## src/inc/csw_cfg.svh

```systemverilog
// Chip select / wait decoder: register map, reset values, field positions
// Assumes byte addresses on a 32-bit AXI4-Lite register bus.
`ifndef CSW_CFG_SVH
`define CSW_CFG_SVH
// --------------------------------------------------
// Register byte addresses
// --------------------------------------------------
`define CSW_WIN0_ADDR 32'hFFFF_E400
`define CSW_WIN_STEP 32'h0000_0004
`define CSW_CTL01_ADDR 32'hFFFF_E480
`define CSW_CTL23_ADDR 32'hFFFF_E484
`define CSW_CTLDF_ADDR 32'hFFFF_E488
`define CSW_STAT_ADDR 32'hFFFF_E490
// --------------------------------------------------
// Reset values and writable bits
// --------------------------------------------------
`define CSW_WIN01_RST 32'h0000_00FF
`define CSW_WIN23_RST 32'h0000_01FF
`define CSW_CTL01_RST 32'h0005_0005
`define CSW_CTL23_RST 32'h0005_0805
`define CSW_CTLDF_RST 32'h0000_0005
`define CSW_CTL_WMASK 32'h08DF_08DF
`define CSW_CTLDF_WMASK 32'h0000_08DF
`define CSW_WIN_WMASK 32'hFFFF_FFFF
// --------------------------------------------------
// Fields of one 16-bit space control half
// --------------------------------------------------
`define CSW_WAVE_MSB 7
`define CSW_WAVE_LSB 6
`define CSW_WIDTH_BIT 4
`define CSW_WAIT_MSB 3
`define CSW_WAIT_LSB 0
`define CSW_EN_BIT 11
// --------------------------------------------------
// Window fields and timing codes
// --------------------------------------------------
`define CSW_MASK_LSB01 14
`define CSW_MASK_LSB23 15
`define CSW_WAVE_ROMRAM 2'h0
`define CSW_WAIT_EXT 4'hF
`define CSW_WAIT_MAXC 3'h7
`define CSW_WAIT_EXTC 3'h1
`define CSW_EXT_ADDR_W 24
`define CSW_EXCL_LO 32'hFFFF_8000
`define CSW_EXCL_HI 32'h1FFF_BFFF
`define CSW_DEFAULT_SPACE 3'h4
`define CSW_RESP_OKAY 2'h0
`define CSW_RESP_SLVERR 2'h2
`endif

```

## src/inc/csw_pkg.sv

```systemverilog
// Chip select / wait decoder: shared types
// Assumes csw_cfg.svh carries all numbers.
package csw_pkg;
    // Bus-cycle controller states
    typedef enum logic [1:0] {CSW_IDLE, CSW_ACCESS, CSW_DENY} csw_state_type;
    // Space index: 0..3 windows, 4 default space
    typedef logic [2:0] csw_space_type;
    // One 16-bit space control half
    typedef logic [15:0] csw_ctl_type;
endpackage

```

## src/verilog/csw_window_match.sv

```systemverilog
// One base/mask address window comparator
// Assumes window word holds base in [31:16], mask in [15:0].
`include "csw_cfg.svh"
module csw_window_match #(
    parameter int MASK_LSB = `CSW_MASK_LSB01
) (
    input wire logic [31:0] addr,
    input wire logic [31:0] window,
    input wire logic enable,
    output logic hit
);
    // --------------------------------------------------
    // Compare geometry
    // --------------------------------------------------
    localparam int CMP_W = 32 - MASK_LSB; // Compared address bits
    localparam int FIX_W = CMP_W - 16; // Always compared / below base

    // Only the two documented geometries make sense
    if (MASK_LSB < `CSW_MASK_LSB01 || MASK_LSB > `CSW_MASK_LSB23)
    begin : g_bad_lsb
        $error("csw_window_match: MASK_LSB out of range");
    end
    // Base sits on 64 KB steps; bits under A16 compare with zero
    wire logic [CMP_W-1:0] cmp_base = {window[31:16], {FIX_W{1'b0}}}; // RULE_03
    // Top bits are never maskable; mask bit 0 reaches MASK_LSB
    wire logic [CMP_W-1:0] cmp_mask = {{FIX_W{1'b0}}, window[15:0]}; // RULE_09
    // A zero mask bit includes the address bit
    wire logic [CMP_W-1:0] diff = (addr[31:MASK_LSB] ^ cmp_base) & ~cmp_mask; // RULE_16

    // Hit needs the enable and no differing compared bit
    assign hit = enable && (diff == '0); // RULE_15
endmodule // csw_window_match

```

## src/verilog/csw_decoder.sv

```systemverilog
// Chip select / wait decoder: windows, AXI4-Lite registers, cycle timer
// Assumes a CPU-side request port and external ROM/RAM on cs_n.
//
// Contract
// RULE_01: Software keeps window 2/3 mask bits 9-15 zero.
// RULE_02: External address reach limited to 16 MB.
// RULE_03: Base field is start address upper 16 bits.
// RULE_04: Window 0 masks A29-A14; A31-A30 compared.
// RULE_05: Software clears window 0 mask bits 15-10.
// RULE_06: Window 2 masks A30-A15; A31 compared.
// RULE_07: Excluded address range never asserts a select.
// RULE_08: Reset: only window 2 enabled, whole space.
// RULE_09: Sizes 16K-16M for 0/1, 32K-16M 2/3.
// RULE_10: Overlap: lowest numbered space wins.
// RULE_11: Each space has its own enable.
// RULE_12: Unmatched accesses use default space settings.
// RULE_13: Waveform 00 only; width bit 0=16, 1=8.
// RULE_14: Wait code gives 0-7 or 1+N cycles.
// RULE_15: Enabled window matching compared bits drives select low.
// RULE_16: Mask zero compares bit, one excludes it.
`include "csw_cfg.svh"
module csw_decoder #(
    parameter int EXT_ADDR_W = `CSW_EXT_ADDR_W
) (
    input wire logic clock,
    input wire logic rst,
    input wire logic [31:0] s_awaddr,
    input wire logic s_awvalid,
    output logic s_awready,
    input wire logic [31:0] s_wdata,
    input wire logic [3:0] s_wstrb,
    input wire logic s_wvalid,
    output logic s_wready,
    output logic [1:0] s_bresp,
    output logic s_bvalid,
    input wire logic s_bready,
    input wire logic [31:0] s_araddr,
    input wire logic s_arvalid,
    output logic s_arready,
    output logic [31:0] s_rdata,
    output logic [1:0] s_rresp,
    output logic s_rvalid,
    input wire logic s_rready,
    input wire logic req_valid,
    output logic req_ready,
    input wire logic [31:0] req_addr,
    output logic rsp_valid,
    output logic rsp_err,
    input wire logic ext_wait,
    output logic [3:0] cs_n,
    output logic [EXT_ADDR_W-1:0] ext_addr,
    output logic ext_bus_8bit
);
    // --------------------------------------------------
    // Elaboration check
    // --------------------------------------------------
    // The pins stop at 16 MB; wider makes no sense here
    if (EXT_ADDR_W < 1 || EXT_ADDR_W > `CSW_EXT_ADDR_W)
    begin : g_bad_ext
        $error("csw_decoder: EXT_ADDR_W out of range");
    end

    // --------------------------------------------------
    // Register state
    // --------------------------------------------------
    logic [31:0] window_reg [4]; // Base/mask per window
    logic [31:0] ctl01_reg; // Spaces 0 and 1 control
    logic [31:0] ctl23_reg; // Spaces 2 and 3 control
    logic [31:0] ctldf_reg; // Default space control
    logic whole2_reg; // Window 2 spans all until reprogrammed
    logic aw_hold_reg; // Write address taken
    logic w_hold_reg; // Write data taken
    logic [31:0] awaddr_reg;
    logic [31:0] wdata_reg;
    logic [3:0] wstrb_reg;
    logic bvalid_reg;
    logic [1:0] bresp_reg;
    logic rvalid_reg;
    logic [1:0] rresp_reg;
    logic [31:0] rdata_reg;
    // Cycle controller
    csw_pkg::csw_state_type state_reg, state_next;
    logic [2:0] cnt_reg; // Remaining wait cycles
    logic ext_mode_reg; // Wait code 1111 in use
    logic [3:0] cs_n_reg;
    logic [EXT_ADDR_W-1:0] ext_addr_reg;
    logic bus8_reg;
    logic err_reg;
    csw_pkg::csw_space_type last_space_reg; // Shown in status

    // --------------------------------------------------
    // Functions
    // --------------------------------------------------
    // First set hit, lowest index first, else default
    function automatic csw_pkg::csw_space_type first_hit(input logic [3:0] h);
        first_hit = `CSW_DEFAULT_SPACE;
        for (int i = 3; i >= 0; i--)
            if (h[i])
                first_hit = 3'(i); // RULE_10
    endfunction

    // Control half belonging to a space
    function automatic csw_pkg::csw_ctl_type space_cfg(input csw_pkg::csw_space_type s);
        case (s)
            3'h0: space_cfg = ctl01_reg[15:0];
            3'h1: space_cfg = ctl01_reg[31:16];
            3'h2: space_cfg = ctl23_reg[15:0];
            3'h3: space_cfg = ctl23_reg[31:16];
            default: space_cfg = ctldf_reg[15:0]; // RULE_12
        endcase
    endfunction

    // Byte-lane merge limited to the writable bits
    function automatic logic [31:0] merge(input logic [31:0] old, input logic [31:0] wmask);
        merge = old;
        for (int b = 0; b < 4; b++)
            if (wstrb_reg[b])
                merge[8*b +: 8] = wdata_reg[8*b +: 8];
        merge = (merge & wmask) | (old & ~wmask);
    endfunction

    // Window register address
    function automatic logic [31:0] win_addr(input int i);
        win_addr = `CSW_WIN0_ADDR + 32'(i) * `CSW_WIN_STEP;
    endfunction

    // --------------------------------------------------
    // Window compare
    // --------------------------------------------------
    wire logic [3:0] space_en = {ctl23_reg[16+`CSW_EN_BIT], ctl23_reg[`CSW_EN_BIT],
                                 ctl01_reg[16+`CSW_EN_BIT], ctl01_reg[`CSW_EN_BIT]}; // RULE_11
    logic [3:0] raw_hit; // Comparator results
    wire logic [3:0] hits = {raw_hit[3], raw_hit[2] | (whole2_reg & space_en[2]), raw_hit[1:0]};

    // Spaces 0/1 start at A14, spaces 2/3 at A15
    for (genvar i = 0; i < 4; i++)
    begin : g_win
        csw_window_match #(
            .MASK_LSB(i < 2 ? `CSW_MASK_LSB01 : `CSW_MASK_LSB23) // RULE_04 RULE_06
        ) u_match (
            .addr(req_addr),
            .window(window_reg[i]),
            .enable(space_en[i]),
            .hit(raw_hit[i])
        );
    end

    // --------------------------------------------------
    // Space selection
    // --------------------------------------------------
    // Excluded hole; printed bounds wrap through zero
    wire logic excl_wrap = `CSW_EXCL_LO > `CSW_EXCL_HI;
    wire logic above_lo = req_addr >= `CSW_EXCL_LO;
    wire logic below_hi = req_addr <= `CSW_EXCL_HI;
    wire logic excluded = excl_wrap ? (above_lo || below_hi) : (above_lo && below_hi); // RULE_07
    wire csw_pkg::csw_space_type sel_space = first_hit(hits); // RULE_10
    wire csw_pkg::csw_ctl_type sel_cfg = space_cfg(sel_space); // RULE_12
    wire logic [1:0] sel_wave = sel_cfg[`CSW_WAVE_MSB:`CSW_WAVE_LSB];
    wire logic [3:0] sel_wait = sel_cfg[`CSW_WAIT_MSB:`CSW_WAIT_LSB];
    // Windows already carry their enable; default space needs its own
    wire logic sel_en = (sel_space == `CSW_DEFAULT_SPACE) ? sel_cfg[`CSW_EN_BIT] : 1'b1; // RULE_11
    // Only ROM/RAM waveform is served; others are refused
    wire logic sel_ok = sel_en && !excluded && (sel_wave == `CSW_WAVE_ROMRAM); // RULE_13
    // Default space has no select pin of its own
    wire logic [3:0] sel_onehot = (sel_space == `CSW_DEFAULT_SPACE || excluded)
                                  ? 4'h0 : (4'h1 << sel_space[1:0]); // RULE_15
    // Codes 1000-1110 are illegal; they fall back to the longest fixed wait
    wire logic sel_ext = sel_wait == `CSW_WAIT_EXT; // RULE_14
    wire logic [2:0] sel_load = sel_ext ? `CSW_WAIT_EXTC
                                : (sel_wait[3] ? `CSW_WAIT_MAXC : sel_wait[2:0]); // RULE_14

    // --------------------------------------------------
    // Cycle controller
    // --------------------------------------------------
    wire logic req_fire = req_valid && req_ready;
    // External wait holds the strobe only after the fixed cycle is gone
    wire logic finish = (state_reg == csw_pkg::CSW_ACCESS) && cnt_reg == 3'h0
                        && !(ext_mode_reg && ext_wait); // RULE_14
    assign req_ready = state_reg == csw_pkg::CSW_IDLE;
    assign rsp_valid = finish || state_reg == csw_pkg::CSW_DENY;
    assign rsp_err = err_reg;
    assign cs_n = cs_n_reg;
    assign ext_addr = ext_addr_reg;
    assign ext_bus_8bit = bus8_reg;

    // Next state
    always_comb
    begin
        state_next = state_reg;
        unique case (state_reg)
            csw_pkg::CSW_IDLE:
                if (req_valid)
                    state_next = sel_ok ? csw_pkg::CSW_ACCESS : csw_pkg::CSW_DENY;
            csw_pkg::CSW_ACCESS:
                if (finish)
                    state_next = csw_pkg::CSW_IDLE;
            csw_pkg::CSW_DENY:
                state_next = csw_pkg::CSW_IDLE;
            default:
                state_next = csw_pkg::CSW_IDLE; // Two-bit code has a spare
        endcase
    end

    // State, strobe and latched cycle data
    always_ff @(posedge clock)
    begin
        if (rst)
        begin
            state_reg <= csw_pkg::CSW_IDLE;
            cnt_reg <= 3'h0;
            ext_mode_reg <= 1'b0;
            cs_n_reg <= 4'hF;
            ext_addr_reg <= '0;
            bus8_reg <= 1'b0;
            err_reg <= 1'b0;
            last_space_reg <= `CSW_DEFAULT_SPACE;
        end
        else
        begin
            state_reg <= state_next;
            if (req_fire)
            begin
                cnt_reg <= sel_load;
                ext_mode_reg <= sel_ext;
                cs_n_reg <= sel_ok ? ~sel_onehot : 4'hF; // RULE_07
                ext_addr_reg <= req_addr[EXT_ADDR_W-1:0]; // RULE_02
                bus8_reg <= sel_cfg[`CSW_WIDTH_BIT]; // RULE_13
                err_reg <= !sel_ok;
                last_space_reg <= sel_space;
            end
            else if (finish)
                cs_n_reg <= 4'hF;
            else if (state_reg == csw_pkg::CSW_ACCESS && cnt_reg != 3'h0)
                cnt_reg <= cnt_reg - 3'h1; // RULE_14
        end
    end

    // --------------------------------------------------
    // AXI4-Lite write channel
    // --------------------------------------------------
    assign s_awready = !aw_hold_reg;
    assign s_wready = !w_hold_reg;
    assign s_bvalid = bvalid_reg;
    assign s_bresp = bresp_reg;
    // Address and data may come in either order
    wire logic wr_fire = aw_hold_reg && w_hold_reg && !bvalid_reg;
    wire logic wr_ctl01 = awaddr_reg == `CSW_CTL01_ADDR;
    wire logic wr_ctl23 = awaddr_reg == `CSW_CTL23_ADDR;
    wire logic wr_ctldf = awaddr_reg == `CSW_CTLDF_ADDR;
    wire logic wr_stat = awaddr_reg == `CSW_STAT_ADDR;
    logic [3:0] wr_win; // Per-window address hit
    for (genvar i = 0; i < 4; i++)
    begin : g_wdec
        assign wr_win[i] = awaddr_reg == win_addr(i);
    end
    wire logic wr_known = (|wr_win) || wr_ctl01 || wr_ctl23 || wr_ctldf || wr_stat;

    // Handshake holding registers and response
    always_ff @(posedge clock)
    begin
        if (rst)
        begin
            aw_hold_reg <= 1'b0;
            w_hold_reg <= 1'b0;
            awaddr_reg <= '0;
            wdata_reg <= '0;
            wstrb_reg <= 4'h0;
            bvalid_reg <= 1'b0;
            bresp_reg <= `CSW_RESP_OKAY;
        end
        else
        begin
            if (s_awvalid && !aw_hold_reg)
            begin
                aw_hold_reg <= 1'b1;
                awaddr_reg <= s_awaddr;
            end
            if (s_wvalid && !w_hold_reg)
            begin
                w_hold_reg <= 1'b1;
                wdata_reg <= s_wdata;
                wstrb_reg <= s_wstrb;
            end
            if (wr_fire)
            begin
                bvalid_reg <= 1'b1;
                bresp_reg <= wr_known ? `CSW_RESP_OKAY : `CSW_RESP_SLVERR;
            end
            else if (bvalid_reg && s_bready)
            begin
                bvalid_reg <= 1'b0;
                aw_hold_reg <= 1'b0;
                w_hold_reg <= 1'b0;
            end
        end
    end

    // Configuration registers; status is read-only and ignores writes
    always_ff @(posedge clock)
    begin
        if (rst)
        begin
            for (int i = 0; i < 4; i++)
                window_reg[i] <= (i < 2) ? `CSW_WIN01_RST : `CSW_WIN23_RST;
            ctl01_reg <= `CSW_CTL01_RST; // RULE_08
            ctl23_reg <= `CSW_CTL23_RST; // RULE_08
            ctldf_reg <= `CSW_CTLDF_RST;
            whole2_reg <= 1'b1; // RULE_08
        end
        else if (wr_fire)
        begin
            for (int i = 0; i < 4; i++)
                if (wr_win[i])
                    window_reg[i] <= merge(window_reg[i], `CSW_WIN_WMASK);
            // First window 2 write ends the catch-all reset span
            if (wr_win[2])
                whole2_reg <= 1'b0;
            if (wr_ctl01)
                ctl01_reg <= merge(ctl01_reg, `CSW_CTL_WMASK);
            if (wr_ctl23)
                ctl23_reg <= merge(ctl23_reg, `CSW_CTL_WMASK);
            if (wr_ctldf)
                ctldf_reg <= merge(ctldf_reg, `CSW_CTLDF_WMASK);
        end
    end

    // --------------------------------------------------
    // AXI4-Lite read channel
    // --------------------------------------------------
    assign s_arready = !rvalid_reg;
    assign s_rvalid = rvalid_reg;
    assign s_rresp = rresp_reg;
    assign s_rdata = rdata_reg;
    logic [3:0] rd_win; // Per-window address hit
    for (genvar i = 0; i < 4; i++)
    begin : g_rdec
        assign rd_win[i] = s_araddr == win_addr(i);
    end
    wire logic [1:0] rd_idx = rd_win[3] ? 2'h3 : rd_win[2] ? 2'h2 : rd_win[1] ? 2'h1 : 2'h0;
    // Live status: busy, last refusal, last space
    wire logic [31:0] stat_word = {23'h0, state_reg != csw_pkg::CSW_IDLE, 3'h0, err_reg, 1'b0, last_space_reg};
    wire logic rd_known = (|rd_win) || s_araddr == `CSW_CTL01_ADDR || s_araddr == `CSW_CTL23_ADDR
                          || s_araddr == `CSW_CTLDF_ADDR || s_araddr == `CSW_STAT_ADDR;
    wire logic [31:0] rd_word = (|rd_win) ? window_reg[rd_idx]
                              : s_araddr == `CSW_CTL01_ADDR ? ctl01_reg
                              : s_araddr == `CSW_CTL23_ADDR ? ctl23_reg
                              : s_araddr == `CSW_CTLDF_ADDR ? ctldf_reg
                              : s_araddr == `CSW_STAT_ADDR ? stat_word : 32'h0000_0000;

    // One read in flight; unmapped reads answer zero with an error
    always_ff @(posedge clock)
    begin
        if (rst)
        begin
            rvalid_reg <= 1'b0;
            rresp_reg <= `CSW_RESP_OKAY;
            rdata_reg <= '0;
        end
        else if (s_arvalid && !rvalid_reg)
        begin
            rvalid_reg <= 1'b1;
            rresp_reg <= rd_known ? `CSW_RESP_OKAY : `CSW_RESP_SLVERR;
            rdata_reg <= rd_word;
        end
        else if (rvalid_reg && s_rready)
            rvalid_reg <= 1'b0;
    end
endmodule // csw_decoder

```

## config.mk

```make
export PLATFORM = sky130hd
export DESIGN_NAME = csw_decoder
export DESIGN_NICKNAME = d
export VERILOG_FILES = /design/src/inc/csw_pkg.sv /design/src/verilog/csw_window_match.sv /design/src/verilog/csw_decoder.sv
export VERILOG_INCLUDE_DIRS = /design/src /design/src/inc
export SDC_FILE = /design/constraint.sdc
export NUM_CORES = 1
export LEC_CHECK = 0
export ABC_CLOCK_PERIOD_IN_PS = 2470
export BUFFER_PORTS_ARGS = -buffer_cell sky130_fd_sc_hd__clkbuf_2
export CAP_MARGIN = 30
export CORE_UTILIZATION = 52
export DETAILED_ROUTE_END_ITERATION = 8
export PLACE_DENSITY_LB_ADDON = 0.3
export SYNTH_ARGS = -nofsm -noshare
export SYNTH_HDL_FRONTEND = slang
export SYNTH_SLANG_ARGS = --single-unit
```

## constraint.sdc

```tcl
create_clock -name clock -period 2.47 [get_ports clock]
set_clock_uncertainty 0.05 [all_clocks]
set_input_delay 0.494 -clock clock [delete_from_list [all_inputs] [get_ports clock]]
set_output_delay 0.494 -clock clock [all_outputs]
set_load 0.005 [all_outputs]
```

Yosys cells after proc, flatten, opt, wreduce, memory -nomap -nowiden:

Memories as Yosys holds them, arrays and structs flattened.
Index checks and enable logic that the tools add are counted.

* memories kept: 1
* bits in registers: 244
* memory bits (writable): 128
* word-level logic and storage cells: 298
* input port bits: 141
* output and inout bits: 73

* order comparisons: 2
* reduce and logical (&&, ||, !) cells: 58
* muxes and demuxes: 165
* equal/unequal tests: 26
* bitwise operators: 22
* shift-type cells: 1
* add/sub/neg operators: 1

Memories
* window_reg: depth 4, bits a word 32, rd ports 5, clocked after Yosys merged registers in 0, wr ports 4, RTL line csw_decoder.sv:66 `logic [31:0] window_reg [4];`

Operators by type and width (number)
* $mux 8: 84
* $eq 32x32->1 const B: 16
* $mux 32: 8
* $mux 4: 24
* $or 28x32->32: 2
* $pmux 12 s4: 1
* $and 18x18->18: 2
* $logic_not 18->1: 2
* $not 16->18: 2
* $xor 18x18->18: 2
* $and 17x17->17: 2
* $logic_not 17->1: 2
* $not 16->17: 2
* $xor 17x17->17: 2
* $ge 32x32->1 const B: 1
* $le 32x29->1 const B: 1
* $or 12x32->32: 1
* $mux 1: 30
* $mux 3: 9
* $logic_and 1x1->1: 18
* $mux 2: 7
* $reduce_and 2->1: 6
* $logic_or 1x1->1: 11
* $reduce_bool 2->1: 5
* other kinds (19): 35

Longest topological paths before layout:

An unclocked memory read counts as a cell.

* word-level depth: 17
* depth in mapped cells: 12
* depth with buffers taken out: 10

Cells and area by module:

A second synthesis with hierarchy kept.

* cells, all modules: 1386
* area total of the unflattened synthesis: 14227.4 µm²

Modules (own cells, without submodules)
* csw_decoder: times used 1, area each 13311.5 µm², cells each 1266, sequential area each 7567.3 µm²
* csw_window_match at g_win[0].u_match ...: times used 2, area each 234.0 µm², cells each 31, sequential area each 0.0 µm²
* csw_window_match at g_win[2].u_match ...: times used 2, area each 224.0 µm², cells each 29, sequential area each 0.0 µm²

Worst setup path after synthesis:

OpenSTA, ideal clock, no wires.

* path type: reg-to-reg
* start: register aw_hold_reg
* end: memory window_reg[3][16], enable pin
* setup slack: -60 ps
* path buffers: 2
* setup time: 329 ps
* stages on the path, launching flop included: 11
* arrival: 2152 ps
* clock period less this slack: 2530 ps
* required time: 2091 ps
* path through: dfxtp_1 inv_1 or3_1 nor3_1 nand2b_1 nand2b_1 clkbuf_1 nor2_1 buf_2 nand2_1 nand2_1

RTL lines
* start, declared: RTL line csw_decoder.sv:71 `logic aw_hold_reg;`
* start signal, assigned: RTL line csw_decoder.sv:263 `aw_hold_reg <= 1'b0;`
* start signal, assigned: RTL line csw_decoder.sv:275 `aw_hold_reg <= 1'b1;`
* start signal, assigned: RTL line csw_decoder.sv:292 `aw_hold_reg <= 1'b0;`
* end, declared: RTL line csw_decoder.sv:66

==> impl_metrics.csv <==
group,metric,value,unit
finish,syn_to_final_growth,27.6,%
status,status,"finished, violations left",
setup_path,cpMostUsedCell,"buf_4",
setup_path,crit_path_cell_trace,"xnor2_1 > o22ai_1 > nor4_1 > buf_4 > and3_4 > o21ai_0 > mux2i_4 > a211oi_4 > and2_4 > buf_4 > a31oi_1 > nor2_1",
place,place_congestion,1.02,
clock_tree,cts_tree,"built",
drt,drc_errors,0,
timing,relSlewSlack,0.487,
synth,syn_area,0.0142,mm²
synth,synth-edff-count,128,
min_path,hp-class,"input port to register",
setup_path,cpMaxStageDelayCell,"edfxtp_1",
grt,grt_pass1_vias,11200,
synth,seq_area_frac_synth,0.532,
drt,via_per_inst,5.83,
clock_tree,cts_root_buf,"clkbuf_16",
setup_path,path_class,"register to register",
clock_tree,cts_sinks,314,
die,io_pins,214,
die,die_y,167,µm
synth,ys.flop_type,"dfxtp_1",
power,p_seq_frac,0.495,
clock_tree,h-tree-depth,1,
drt,first_iter_violations,1509,
synth,ys_seq_elements,314,
setup_path,cp.required,2830,ps
grt,grt_usage,0.317,
clock_tree,cts.clk_slew.worst_paths,60,ps
synth,synth_common_cells,"270 x nand2_1, 186 x dfxtp_1, 132 x a21oi_1",
finish,nNetsFinal,1863,
grt,antenna_found_initial,0,
drt,route.detailed.wl_per_inst,21.8,µm
setup_path,cp_max_fo,5,
clock_tree,cts_buffers,31,
grt,grt_remaining_overflow,0,
clock_tree,cts_hold_buf,0,
setup_path,startpoint_type,"register",
die,core_area,0.0269,mm²
status,violations,"negative setup slack",
power,power,11900,µW
die,initial_core_util,0.530,
synth,yosysMostFrequentCell,"nand2_1",
synth,ys_warn_count,0,
timing,rsz0062_at_grt,"true",
power,clock_power_share,0.407,
job,drv_cap,0,
power,power_switching,2840,µW
place,hpwlAfterDp,33.5,mm
die,die_area,0.0280,mm²
timing,hold_viol,0,
setup_path,critPathCaptureType,"register",
finish,largest_reg_flops,128,
synth,synth_top_area_frac,0.270,
clock_tree,insertion_delay,560,ps
finish,final_util,0.676,
die,die_w,167,µm
synth,synth_async_sr_flop_share,0,
setup_path,cp.arrival,3000,ps
setup_path,crit_buf_inv,2,
timing,finalCriticalPeriod,2640,ps
setup_path,cp_top_family,"simple AND/OR/NAND/NOR gates",
timing,timing.final.crit_share,1.07,
synth,yosys-top-cells-area,"edfxtp_1 27%, dfxtp_1 26%, nand2_1 7.1%, a21oi_1 4.6%, and2_1 4.3%",
grt,grt_pass1_wl,67.0,mm
timing,setup_viol,11,
finish,multi_input_area,0.00661,mm²
die,rows,60,
setup_path,slowest_delay,470,ps
drt,wirelength,45.5,mm
synth,synth.distinct_cells,71,
power,power_density,656,mW/mm²
finish,num-fill-cells,2102,
finish,seq_area,0.00758,mm²
drt,vias,12200,
timing,finalWorstSetupSlack,-171,ps
timing,fmax,379,MHz
power,leakagePower,0.00706,µW
timing,drv_slew,0,
power,intPower,9060,µW
place,port_buffers,211,
clock_tree,clockBufferDepth,3,
synth,synth_top_area_cell,"edfxtp_1",
synth,synthCells,1436,
timing,worst_slew_pin_slew,769,ps
power,ir_drop,479,µV
synth,avgSynthCellArea,9.91,µm²
drt,drt_first_pass_iters,7,
power,swShare,0.239,
grt,grt_max_degree,173,
timing,setup-tns-final,-1220,ps
finish,layout-drive-gt1-share,0.303,
drt,postRouteAntennaNets,0,
power,combPwrFrac,0.098,
per-stage QoR:
step / hold slack (ps) / instance area, µm² / worst slack [ps] / cells
3_5_place_dp: 396 / 16600 / -559 / 2013
4_1_cts: 51.9 / 17700 / -43.2 / 2071
3_3_place_gp: 388 / 16600 / -578 / 2013
5_1_grt: 69.7 / 18200 / -304 / 2084
6_report: 74.3 / 18200 / -171 / 2085
2_1_floorplan: 381 / 14300 / -22.7 / 1437
routing by layer:
layer | vias up | track usage | share of wire
met5 | - | 0 | 0
met2 | 704 | 0.507 | 0.45
li1 | 5627 | - | -
met1 | 5726 | 0.441 | 0.42
met3 | 93 | 0.0525 | 0.099
met4 | 0 | 0.0981 | 0.035
layout by cell type (no fill, tap or decap), types with 5 or more instances in the layout:
cell type  Yosys  final
or3_1         28     28
clkbuf_2       0    210
nor3_1        14     10
buf_4          3    114
o211ai_1       7      7
bufinv_16      0      6
nand4_1       13     13
xnor2_2        1     11
nor4_4         0      5
nand2_2        4     12
o22ai_1       28     24
a22oi_1       15     15
mux2_2        16     15
dfxtp_1      186    176
nor2_2         2      7
clkbuf_16      0     32
mux4_2        23     23
dfxtp_2        0     10
and2_1        97     96
nor4_1        12      6
clkinv_1       0      9
nand2_1      270    260
o221ai_1      12     11
a211oi_1       9      8
xor2_1         5      5
edfxtp_1     128    128
a221o_1        5      5
clkinv_2       0      6
a222oi_1       6      6
nor2_1        77     69
inv_1         16     16
a21oi_1      132    132
o21ai_0       29     22
mux2i_1       27     25
nand3_1       32     30
nand2b_1      17     16
xnor2_1       58     48
buf_12         0     24
cell type report:
| type | count | share of cell area |
|---|---|---|
| sequential | 314 | 0.417 |
| multi-input combinational | 1005 | 0.364 |
| clock buffer | 35 | 0.0435 |
| antenna | 1 | 0.000138 |
| timing repair buffer | 352 | 0.135 |
| tap | 341 | 0.0235 |
| inverter | 16 | 0.00331 |
| clock inverter | 21 | 0.0134 |
path summary, 6_finish.rpt:
check | from | end | slack, ps | cells past startpoint
worst max-delay path | window_reg[1][19]$_SDFFCE_PN0P_ | state_reg[0]$_SDFFE_PP0P_ | -170 | 12
worst min register to register | ext_addr[1]$_SDFFE_PP0P_ | ext_addr[1]$_SDFFE_PP0P_ | 400 | 2
worst min-delay path | s_rready | s_rvalid$_SDFFE_PP0P_ | 70 | 2
worst max register to register | window_reg[1][19]$_SDFFCE_PN0P_ | state_reg[0]$_SDFFE_PP0P_ | -170 | 12
power groups by stage:
stage | combinational (µW) | sequential (µW) | clock, µW
2_1_floorplan | 659 | 5850 | 0
3_3_place_gp | 1090 | 5970 | 0
3_5_place_dp | 1100 | 5980 | 0
4_1_cts | 1120 | 5870 | 4900
5_1_grt | 1270 | 5900 | 5110
6_report | 1170 | 5890 | 4850
worst register-to-register path, delay by kind of cell (launching register included):
family / cells / cell delay (ps)
simple gates: 4 / 710
mux: 1 / 220
flops: 1 / 470
xor+xnor: 1 / 230
buf+inv: 2 / 330
compound gates: 4 / 480
what timing repair did:
action | CTS | global route
gates resized for setup | 22 | 70
gates cloned | 0 | 2
setup endpoints to repair | 164 | 194
pin swaps | 23 | 44
buffers inserted | 3 | 12
cells by family (layout without fill, tap and decap cells):
family,count (synthesis),count (layout),share of synthesized area
other,1,3,0.000263
multiplexers,70,70,0.0712
buffers and inverters,119,424,0.0369
adder cells (fa/ha/maj),2,2,0.00176
AND/OR/NAND/NOR,597,598,0.202
AO/OA/AOI/OAI,269,269,0.116
flip-flops,314,314,0.532
XOR/XNOR,64,64,0.0399
(Power assumes the default switching activity.)
